<file path="src/arp_pkg.sv">
package arp_pkg;
  localparam logic [7:0] ADDR_TCS = 8'h0D;
  localparam logic [7:0] ADDR_CNT_HI = 8'h0E;
  localparam logic [7:0] ADDR_CNT_LO = 8'h0F;
  localparam logic [7:0] ADDR_RLD_HI = 8'h10;
  localparam logic [7:0] ADDR_RLD_LO = 8'h11;
  localparam logic [7:0] ADDR_OUT_CTL = 8'h12;
  localparam logic [7:0] ADDR_POL_FLG = 8'h13;
  localparam logic [7:0] ADDR_DUTY_HI = 8'h17;
  localparam logic [7:0] ADDR_DUTY_LO = 8'h18;
  localparam logic [7:0] ADDR_IRQ_STAT = 8'h20;
  localparam logic [7:0] ADDR_IRQ_MASK = 8'h21;
  localparam int TCS_CMP_EN = 0;
  localparam int TCS_WRAP_EN = 1;
  localparam int TCS_WRAP = 2;
  localparam int TCS_CK_LO = 3;
  localparam int POL_CMPF = 0;
  localparam int POL_OP = 1;
  localparam int OC_OE = 0;
  localparam int IRQ_CMP = 0;
  localparam int IRQ_WRAP = 1;
  localparam logic [11:0] CNT_MAX = 12'hFFF;
  localparam logic [11:0] ZERO12 = 12'h000;
  localparam logic [7:0] RESET8 = 8'h00;
  typedef enum logic [1:0] {
    CK_OFF = 2'b00,
    CK_LTIMER = 2'b01,
    CK_CPU = 2'b10,
    CK_RSVD = 2'b11
  } arp_cksel_t;
  typedef enum logic [0:0] {
    CMP_RUN = 1'b0,
    CMP_HOLD = 1'b1
  } arp_cmp_t;
endpackage

</file>
<file path="src/arp_timer.sv">
// Local design decision: strobed register access.
`timescale 1ns/1ps
module arp_timer
  import arp_pkg::*;
(
  input wire logic CLK,
  input wire logic RST_B,
  input wire logic LTIMER_TICK,
  input wire logic [7:0] ADDR,
  input wire logic [7:0] WDATA,
  input wire logic WR,
  input wire logic RD,
  output logic [7:0] RDATA,
  output logic PWM_OUT,
  output logic PWM_OE,
  output logic IRQ,
  output logic WRAP_IRQ,
  output logic CMP_IRQ
);
  logic [4:0] tcs_q, tcs_d;
  logic [11:0] cnt_q, cnt_d;
  logic [11:0] rld_q, rld_d;
  logic oe_q, oe_d;
  logic op_q, op_d;
  logic cmpf_q, cmpf_d;
  logic [11:0] duty_q, duty_d;
  logic [11:0] shadow_q, shadow_d;
  arp_cmp_t cmp_st_q, cmp_st_d;
  logic pwm_q, pwm_d;
  logic [1:0] ist_q, ist_d;
  logic [1:0] imask_q, imask_d;
  logic [7:0] rdata_d;
  logic tick;
  logic wrap_ev;
  logic cmp_ev;
  logic [11:0] cmp_val;
  arp_cksel_t cksel;

  assign cksel = arp_cksel_t'(tcs_q[TCS_CK_LO+1:TCS_CK_LO]);

  always_comb begin
    case (cksel)
      CK_OFF: tick = 1'b0;
      CK_LTIMER: tick = LTIMER_TICK;
      CK_CPU: tick = 1'b1;
      default: tick = 1'b0;
    endcase
  end

  assign wrap_ev = tick && (cnt_q == CNT_MAX);
  // The active compare value is the shadow in PWM mode, the live one else.
  assign cmp_val = oe_q ? shadow_q : duty_q;
  // A zero compare value never matches; zero is the idle reset value.
  assign cmp_ev = tick && (cmp_st_q == CMP_RUN) && (cmp_val != ZERO12) &&
                  (cnt_q == cmp_val);

  always_comb begin
    tcs_d = tcs_q;
    cnt_d = cnt_q;
    rld_d = rld_q;
    oe_d = oe_q;
    op_d = op_q;
    cmpf_d = cmpf_q;
    duty_d = duty_q;
    shadow_d = shadow_q;
    cmp_st_d = cmp_st_q;
    pwm_d = pwm_q;
    ist_d = ist_q;
    imask_d = imask_q;
    if (RD && ADDR == ADDR_TCS) tcs_d[TCS_WRAP] = 1'b0;
    if (RD && ADDR == ADDR_POL_FLG) cmpf_d = 1'b0;
    if (WR) begin
      case (ADDR)
        ADDR_TCS: begin
          tcs_d[TCS_CK_LO+1:TCS_CK_LO] = WDATA[TCS_CK_LO+1:TCS_CK_LO];
          tcs_d[TCS_WRAP_EN] = WDATA[TCS_WRAP_EN];
          tcs_d[TCS_CMP_EN] = WDATA[TCS_CMP_EN];
        end
        ADDR_RLD_HI: rld_d[11:8] = WDATA[3:0];
        ADDR_RLD_LO: rld_d[7:0] = WDATA;
        ADDR_OUT_CTL: oe_d = WDATA[OC_OE];
        ADDR_POL_FLG: op_d = WDATA[POL_OP];
        ADDR_DUTY_HI: begin
          duty_d[11:8] = WDATA[3:0];
          cmp_st_d = CMP_HOLD;
        end
        ADDR_DUTY_LO: begin
          duty_d[7:0] = WDATA;
          cmp_st_d = CMP_RUN;
        end
        ADDR_IRQ_STAT: ist_d = ist_q & ~WDATA[1:0];
        ADDR_IRQ_MASK: imask_d = WDATA[1:0];
        default: ;
      endcase
    end
    if (tick) begin
      cnt_d = wrap_ev ? rld_q : 12'(cnt_q + 12'h001);
    end
    // Events are applied after the bus clears above, so a flag that is
    // raised in the same cycle as its clearing read is kept.
    if (wrap_ev) begin
      shadow_d = duty_q;
      pwm_d = 1'b1;
      tcs_d[TCS_WRAP] = 1'b1;
      ist_d[IRQ_WRAP] = 1'b1;
    end else if (cmp_ev && oe_q) begin
      pwm_d = 1'b0;
    end
    if (cmp_ev) begin
      cmpf_d = 1'b1;
      ist_d[IRQ_CMP] = 1'b1;
    end
    if (!oe_q) pwm_d = 1'b0;
  end

  always_comb begin
    rdata_d = RESET8;
    if (RD) begin
      case (ADDR)
        ADDR_TCS: rdata_d = {3'h0, tcs_q};
        ADDR_CNT_HI: rdata_d = {4'h0, cnt_q[11:8]};
        ADDR_CNT_LO: rdata_d = cnt_q[7:0];
        ADDR_RLD_HI: rdata_d = {4'h0, rld_q[11:8]};
        ADDR_RLD_LO: rdata_d = rld_q[7:0];
        ADDR_OUT_CTL: rdata_d = {7'h00, oe_q};
        ADDR_POL_FLG: rdata_d = {6'h00, op_q, cmpf_q};
        ADDR_DUTY_HI: rdata_d = {4'h0, duty_q[11:8]};
        ADDR_DUTY_LO: rdata_d = duty_q[7:0];
        ADDR_IRQ_STAT: rdata_d = {6'h00, ist_q};
        ADDR_IRQ_MASK: rdata_d = {6'h00, imask_q};
        default: rdata_d = RESET8;
      endcase
    end
  end

  always_ff @(posedge CLK or negedge RST_B) begin
    if (!RST_B) begin
      tcs_q <= 5'h00;
      cnt_q <= ZERO12;
      rld_q <= ZERO12;
      oe_q <= 1'b0;
      op_q <= 1'b0;
      cmpf_q <= 1'b0;
      duty_q <= ZERO12;
      shadow_q <= ZERO12;
      cmp_st_q <= CMP_RUN;
      pwm_q <= 1'b0;
      ist_q <= 2'h0;
      imask_q <= 2'h0;
      RDATA <= RESET8;
    end else begin
      tcs_q <= tcs_d;
      cnt_q <= cnt_d;
      rld_q <= rld_d;
      oe_q <= oe_d;
      op_q <= op_d;
      cmpf_q <= cmpf_d;
      duty_q <= duty_d;
      shadow_q <= shadow_d;
      cmp_st_q <= cmp_st_d;
      pwm_q <= pwm_d;
      ist_q <= ist_d;
      imask_q <= imask_d;
      RDATA <= rdata_d;
    end
  end

  assign PWM_OUT = oe_q & (pwm_q ^ op_q);
  assign PWM_OE = oe_q;
  assign WRAP_IRQ = tcs_q[TCS_WRAP] & tcs_q[TCS_WRAP_EN];
  assign CMP_IRQ = cmpf_q & tcs_q[TCS_CMP_EN];
  assign IRQ = |(ist_q & imask_q);

  property p_wrap_reload;
    @(posedge CLK) disable iff (!RST_B)
    wrap_ev |=> cnt_q == $past(rld_q);
  endproperty
  a_wrap_reload: assert property (p_wrap_reload)
    else $error("Counter did not reload on overflow.");

  property p_wrap_flag;
    @(posedge CLK) disable iff (!RST_B)
    wrap_ev |=> tcs_q[TCS_WRAP] && pwm_q == $past(oe_q);
  endproperty
  a_wrap_flag: assert property (p_wrap_flag)
    else $error("Overflow flag or PWM high missing after overflow.");

  property p_cmp_flag;
    @(posedge CLK) disable iff (!RST_B)
    cmp_ev |=> cmpf_q;
  endproperty
  a_cmp_flag: assert property (p_cmp_flag)
    else $error("Compare flag not set on match.");

  property p_cmp_clear;
    @(posedge CLK) disable iff (!RST_B)
    (RD && ADDR == ADDR_POL_FLG && !cmp_ev) |=> !cmpf_q;
  endproperty
  a_cmp_clear: assert property (p_cmp_clear)
    else $error("Compare flag not cleared by read.");

  property p_wrap_clear;
    @(posedge CLK) disable iff (!RST_B)
    (RD && ADDR == ADDR_TCS && !wrap_ev) |=> !tcs_q[TCS_WRAP];
  endproperty
  a_wrap_clear: assert property (p_wrap_clear)
    else $error("Overflow flag not cleared by read.");

  property p_hold;
    @(posedge CLK) disable iff (!RST_B)
    (WR && ADDR == ADDR_DUTY_HI) |=> !cmp_ev;
  endproperty
  a_hold: assert property (p_hold)
    else $error("Compare ran after duty high write.");

  property p_pin_gate;
    @(posedge CLK) disable iff (!RST_B)
    !oe_q |-> !PWM_OUT && !PWM_OE;
  endproperty
  a_pin_gate: assert property (p_pin_gate)
    else $error("Pin driven while output disabled.");

  property p_polarity;
    @(posedge CLK) disable iff (!RST_B)
    oe_q |-> PWM_OUT == (pwm_q ^ op_q);
  endproperty
  a_polarity: assert property (p_polarity)
    else $error("Polarity not applied to PWM output.");

  property p_clk_off;
    @(posedge CLK) disable iff (!RST_B)
    (cksel == CK_OFF && !(WR && ADDR == ADDR_TCS)) |=> $stable(cnt_q);
  endproperty
  a_clk_off: assert property (p_clk_off)
    else $error("Counter moved with clock off.");

  // Compare events are checked from the raw registers, not from cmp_ev, so
  // a wrong compare-value select shows up here.
  property p_pwm_match;
    @(posedge CLK) disable iff (!RST_B)
    (tick && oe_q && cmp_st_q == CMP_RUN && shadow_q != ZERO12 &&
     cnt_q == shadow_q && cnt_q != CNT_MAX) |=> !pwm_q;
  endproperty
  a_pwm_match: assert property (p_pwm_match)
    else $error("PWM output not lowered on shadow match.");

  property p_oc_match;
    @(posedge CLK) disable iff (!RST_B)
    (tick && !oe_q && cmp_st_q == CMP_RUN && duty_q != ZERO12 &&
     cnt_q == duty_q) |=> cmpf_q;
  endproperty
  a_oc_match: assert property (p_oc_match)
    else $error("Compare flag not set on duty match.");

  property p_no_set;
    @(posedge CLK) disable iff (!RST_B)
    (WR && ADDR == ADDR_POL_FLG && !cmpf_q && !cmp_ev) |=> !cmpf_q;
  endproperty
  a_no_set: assert property (p_no_set)
    else $error("Software write set the compare flag.");

  property p_rsvd_stop;
    @(posedge CLK) disable iff (!RST_B)
    (cksel == CK_RSVD && !(WR && ADDR == ADDR_TCS)) |=> $stable(cnt_q);
  endproperty
  a_rsvd_stop: assert property (p_rsvd_stop)
    else $error("Counter moved with reserved clock select.");

  property p_resume;
    @(posedge CLK) disable iff (!RST_B)
    (WR && ADDR == ADDR_DUTY_LO) |=> cmp_st_q == CMP_RUN;
  endproperty
  a_resume: assert property (p_resume)
    else $error("Compare not resumed after duty low write.");

  property p_cmp_irq_gate;
    @(posedge CLK) disable iff (!RST_B)
    !tcs_q[TCS_CMP_EN] |-> !CMP_IRQ;
  endproperty
  a_cmp_irq_gate: assert property (p_cmp_irq_gate)
    else $error("Compare interrupt raised while disabled.");

  property p_wrap_irq_gate;
    @(posedge CLK) disable iff (!RST_B)
    (wrap_ev && tcs_q[TCS_WRAP_EN] && !(WR && ADDR == ADDR_TCS)) |=>
    WRAP_IRQ;
  endproperty
  a_wrap_irq_gate: assert property (p_wrap_irq_gate)
    else $error("Overflow interrupt missing while enabled.");

  c_wrap: cover property (@(posedge CLK) disable iff (!RST_B) wrap_ev);
  c_cmp_pwm: cover property (@(posedge CLK) disable iff (!RST_B)
    cmp_ev && oe_q);
  c_cmp_oc: cover property (@(posedge CLK) disable iff (!RST_B)
    cmp_ev && !oe_q);
  c_irq: cover property (@(posedge CLK) disable iff (!RST_B) IRQ);
  c_hold: cover property (@(posedge CLK) disable iff (!RST_B)
    tick && cmp_st_q == CMP_HOLD);
endmodule

</file>
<file path="config.mk">
export PLATFORM = sky130hd
export DESIGN_NAME = arp_timer
export DESIGN_NICKNAME = d
export VERILOG_FILES = /design/src/arp_pkg.sv /design/src/arp_timer.sv
export SDC_FILE = /design/constraint.sdc
export NUM_CORES = 1
export LEC_CHECK = 0
export BUFFER_PORTS_ARGS = -buffer_cell sky130_fd_sc_hd__buf_2
export CORE_UTILIZATION = 48
export CTS_CLUSTER_DIAMETER = 150
export DETAILED_ROUTE_END_ITERATION = 8
export MAX_ROUTING_LAYER = met4
export PLACE_DENSITY = 0.64
export SYNTH_ARGS = -nofsm -noshare
export SYNTH_HDL_FRONTEND = slang
export SYNTH_SLANG_ARGS = --single-unit
</file>
<file path="constraint.sdc">
create_clock -name CLK -period 4.1 [get_ports CLK]
set_clock_uncertainty 0.2 [all_clocks]
set_input_delay 0.82 -clock CLK [delete_from_list [all_inputs] [get_ports CLK]]
set_output_delay 0.82 -clock CLK [all_outputs]
set_load 0.1 [all_outputs]
</file>
* Yosys cells after proc, flatten, opt, wreduce, memory -nomap -nowiden
Cells that the tools add are included.
** Cells by class
- $add $sub $neg :: 1
- Multipliers :: 0
- Div/mod/pow operators :: 0
- $lt $le $gt $ge :: 0
- Equal/unequal tests :: 16
- Shift operators :: 0
- Muxes and demuxes :: 17
- Bitwise logic cells :: 8
- Reductions and logical operators :: 27
** Operator list (count)
- 8-bit one-hot mux with 11 select lines :: 1
- 8-bit by 5-bit == test with 1-bit output (second input constant) :: 6
- 8-bit by 4-bit == test with 1-bit output (second input constant) :: 3
- 12-bit 2-to-1 mux :: 2
- 2-bit AND reduction :: 11
- 8-bit by 6-bit == test with 1-bit output (second input constant) :: 2
- 2-bit nonzero test :: 7
- 12-bit by 1-bit adder with 12-bit output (second input constant) :: 1
- 12-bit == test :: 1
- 12-bit == test (second input constant) :: 1
- 12-bit nonzero test :: 1
- 1-bit 2-to-1 mux :: 9
- 8-bit 2-to-1 mux :: 1
- 1-bit logical AND :: 7
- 2-bit AND :: 2
- 2-bit 2-to-1 mux :: 2
- 1-bit one-hot mux with 2 select lines :: 2
- 1-bit AND :: 3
- 3-bit by 1-bit inequality test with 1-bit output (second input constant) :: 1
- 2-bit by 1-bit == test with 1-bit output (second input constant) :: 1
- 2-bit == test (second input constant) :: 1
- 2-bit NOT :: 1
- 2-bit OR reduction :: 1
- 1-bit NOT :: 1
- 1-bit XOR :: 1
** Storage, ports and cells
- Flip-flop bits (word level) :: 70
- Bits in latches :: 0
- Bits in writable memories :: 0
- Bits in read-only memories :: 0
- Input port bits :: 21
- Output and inout bits :: 13
- Memories :: 0

* Depth between registers and ports, before layout
- Depth in word-level cells :: 9
- Mapped depth :: 9

* Worst setup path before layout
Ideal clock, no wire load.
- Path kind :: reg2out
- Start :: register oe_q, in the netlist PWM_OE
- End :: output PWM_OUT
- Arrival time :: 2.246 ns
- Data required time :: 3.080 ns
- Slack :: 0.834 ns
- Stages on the path, launching flop included :: 5
- Buffers on the path :: 3
- Path through :: dfrtp_1 buf_6 buf_8 buf_2 and2_1
** Between the ends
- Cells in the longest elaborated chain, start to end :: 1
** RTL lines
- start: declaration :: RTL line arp_timer.sv:23 : logic oe_q, oe_d;
- start signal: assignment :: RTL line arp_timer.sv:141 : oe_q <= 1'b0;
- start signal: assignment :: RTL line arp_timer.sv:155 : oe_q <= oe_d;
- 1-bit AND :: RTL line arp_timer.sv:168 : assign PWM_OUT = oe_q & (pwm_q ^ op_q);
- end: declaration :: RTL line arp_timer.sv:14 : output logic PWM_OUT,
Every way passes these cells.

* Final worst setup path
Ends and elaborated chain as after synthesis.

==> results.md <==
- DR WL met3: 542 um
- Final period demand of the worst path: 3020 ps
- Diodes inserted: 0
- Setup TNS: 0 ps
- Reg2Reg Capture Point: pwm_q
- Initial Util: 49.6%
- CP Capture Type: output pin
- DRC viols: 0
- DR vias: 3083
- DIE AREA: 8350 sq um
- Worst Path Buf+Inv: 1
- Cell Chain, Critical Path: and2_1 -> buf_2
- CP arrival: 2000 ps
- Core area: 7730 sq um
- Final Cycle Share: 73.8%
- Top Family by Delay on Critical Path: flip-flops
- Cts repair resizes: 0
- Rel. slew slack: 34.4%
- # setup viols final: 0
- Final net count: 444
- Crit-path max cell delay: 990 ps
- Synthesized cell area: 3830 sq um
- Vias per inst: 5.85
- Layout cells sized above 1: 20.0%
- F_max: 0.331 GHz
- CP max FO: 23
- Clock sink count: 70
- Ys async rst share: 100%
- Crit-path slowest cell: dfrtp_1
- WL final: 9.75 mm
- Met1 wire length: 4.77 mm
- Highest routing layer actually used: met4
- Most common cell after layout, fill and taps aside: dfrtp_1
- Hold WC Path Type: input pin to asynchronous set/reset pin
- H-tree depth: 3
- WS Path Type: register to output pin
- Routed wire per std cell: 18.5 um
- CTS tree: built
- Root Buffer: clkbuf_8
- First-pass GRT wire length: 16.0 mm
- Number of flops mapped to enable cells by yosys: 0
- Syn_area_per_cell: 9.59 sq um
- Synth warnings: 0
- Final Max Tran Viols: 0
- Num CTS Buffers: 9
- Ys flop type: dfrtp_1
- Largest net degree at the start of global routing: 29
- Cts hold-fix bufs: 0
- Final GP Congestion: 0.937
- Clk slew on worst S/H paths: 70 ps
- Total global routing overflow: 0
- Tightest Pin Transition: 984 ps
- Post-synthesis cell count: 400
- Aggregate global-route resource usage: 26.1%
- Vias in the first global route: 2899
- IO Count: 34
- Seq cells post-synth: 70
- Max-cap violations: 0
- Final hold vios: 0
- Post-synth cell types: 52
- Die width: 91.4 um
- Final hold slack: 199 ps
- Mapped Nets: 424
- RSZ-0062 raised after global routing: false
- Most frequent cells in the layout: 70 x dfrtp_1, 69 x nand2_1, 33 x buf_2, 27 x mux2_2, 25 x o21ai_0
- Initial antenna violation count: 0
- Status: complete, no violations
- VDD IR-drop max: 0.000168 V
- P&R area growth vs syn: 10.6%
- Pwr/cell area: 360 nW/um^2
- Initial DRC count: 280
- Critical path data required time: 3080 ps
- R2r setup slk: 1310 ps
- Register area share after synthesis: 45.7%
- Routed Antenna Nets: 0
- Dpl hpwl: 7.21 mm
- Clk_lat worst skew: 350 ps
- Die H: 91.4 um
- Met2 Wirelength: 4.33 mm
- FF-to-FF path depth: 5
- Row cnt: 32
- Leak: 1.96 nW
- Worst r2r src: PWM_OE
- Post-CTS setup buffer count: 0
- Worst-case clock buffer depth: 2
- Fillers: 693
- CP startpoint kind: register
- Initial DRT Pass Iterations: 5
- # port buffers: 33
worst max-delay path by stage:
stage,depth (start not counted),end,slack [ps],startpoint
CTS,2,PWM_OUT,1050,PWM_OE
finish,2,PWM_OUT,1080,PWM_OE
global route,2,PWM_OUT,960,PWM_OE
floorplan,4,PWM_OUT,830,PWM_OE
global placement,4,tcs_q[0],1190,ADDR[0]
detailed placement,4,tcs_q[0],1180,ADDR[0]
registers in the layout (all words and copies together) (netlist names):
signal    flops
PWM_OE        1
RDATA         8
cmp_st_q      1
cmpf_q        1
cnt_q        12
duty_q       12
imask_q       2
ist_q         2
op_q          1
pwm_q         1
rld_q        12
shadow_q     12
tcs_q         5
where the power goes:
group / internal, W / switching, W
clock network: 0.000358 / 0.000256
logic: 0.0000650 / 0.0000864
registers: 0.000715 / 0.0000455
total: 0.00114 / 0.000388
cells in the mapped netlist, types with 5 or more instances:
cell type / number / area share [%]
nor3_1: 5 / 0.65
a22oi_1: 5 / 0.98
nand2_1: 69 / 6.8
nand4_1: 6 / 0.98
a31oi_1: 5 / 0.82
a21oi_1: 16 / 2.1
xnor2_1: 9 / 2.1
mux2i_1: 16 / 4.2
dfrtp_1: 70 / 46
o21ai_0: 25 / 3.3
a22o_1: 6 / 1.4
and3_1: 11 / 1.8
clkbuf_1: 16 / 1.6
nor2_1: 15 / 1.5
nand3_1: 16 / 2.1
and2_1: 5 / 0.82
o22ai_1: 5 / 0.82
inv_1: 8 / 0.78
mux2_2: 27 / 7.9
buf_2: 10 / 1.3
layer usage:
layer,GRT usage (%),vias up
li1,-,1471
met1,37.7,1508
met2,36.0,94
met3,5.36,10
met4,9.13,0
met5,-,-
cell families after synthesis:
kind of cell,Yosys count,share of synthesized area (%)
flip-flops,70,45.7
AO/OA/AOI/OAI,81,13.4
XOR/XNOR,13,2.97
multiplexers,44,12.7
AND/OR/NAND/NOR,152,19.9
adder cells (fa/ha/maj),3,0.979
buffers and inverters,37,4.44
through the flow:
| stage | instance area [sq um] | total power [W] | setup WS [ps] | utilization (%) | std cells |
|---|---|---|---|---|---|
| after CTS | 4240 | 0.00153 | 1050 | 54.9 | 527 |
| after global placement | 4030 | 0.000923 | 1190 | 52.1 | 511 |
| after floorplan | 3830 | 0.000860 | 834 | - | 400 |
| after detailed placement | 4030 | 0.000924 | 1180 | 52.1 | 511 |
| after global routing | 4240 | 0.00158 | 958 | 54.9 | 527 |
| final | 4240 | 0.00153 | 1080 | 54.9 | 527 |
layout make-up:
| class | instances | area (sq um) | area share (%) |
|---|---|---|---|
| clock inverter | 4 | 70.1 | 1.65 |
| clock buffer | 12 | 145 | 3.42 |
| timing repair buffer | 38 | 203 | 4.78 |
| sequential | 70 | 1750 | 41.3 |
| tap | 102 | 128 | 3.01 |
| multi-input combinational | 293 | 1910 | 45.1 |
| inverter | 8 | 30.0 | 0.708 |
worst register-to-register path, stage by stage (launching register included):
cell     delay [ps]
dfrtp_1         990
mux2i_1         360
xor2_1          190
nand4_1         160
or4_4           480
o31a_1          290
No activity file was read; power rests on OpenSTA's default activity.
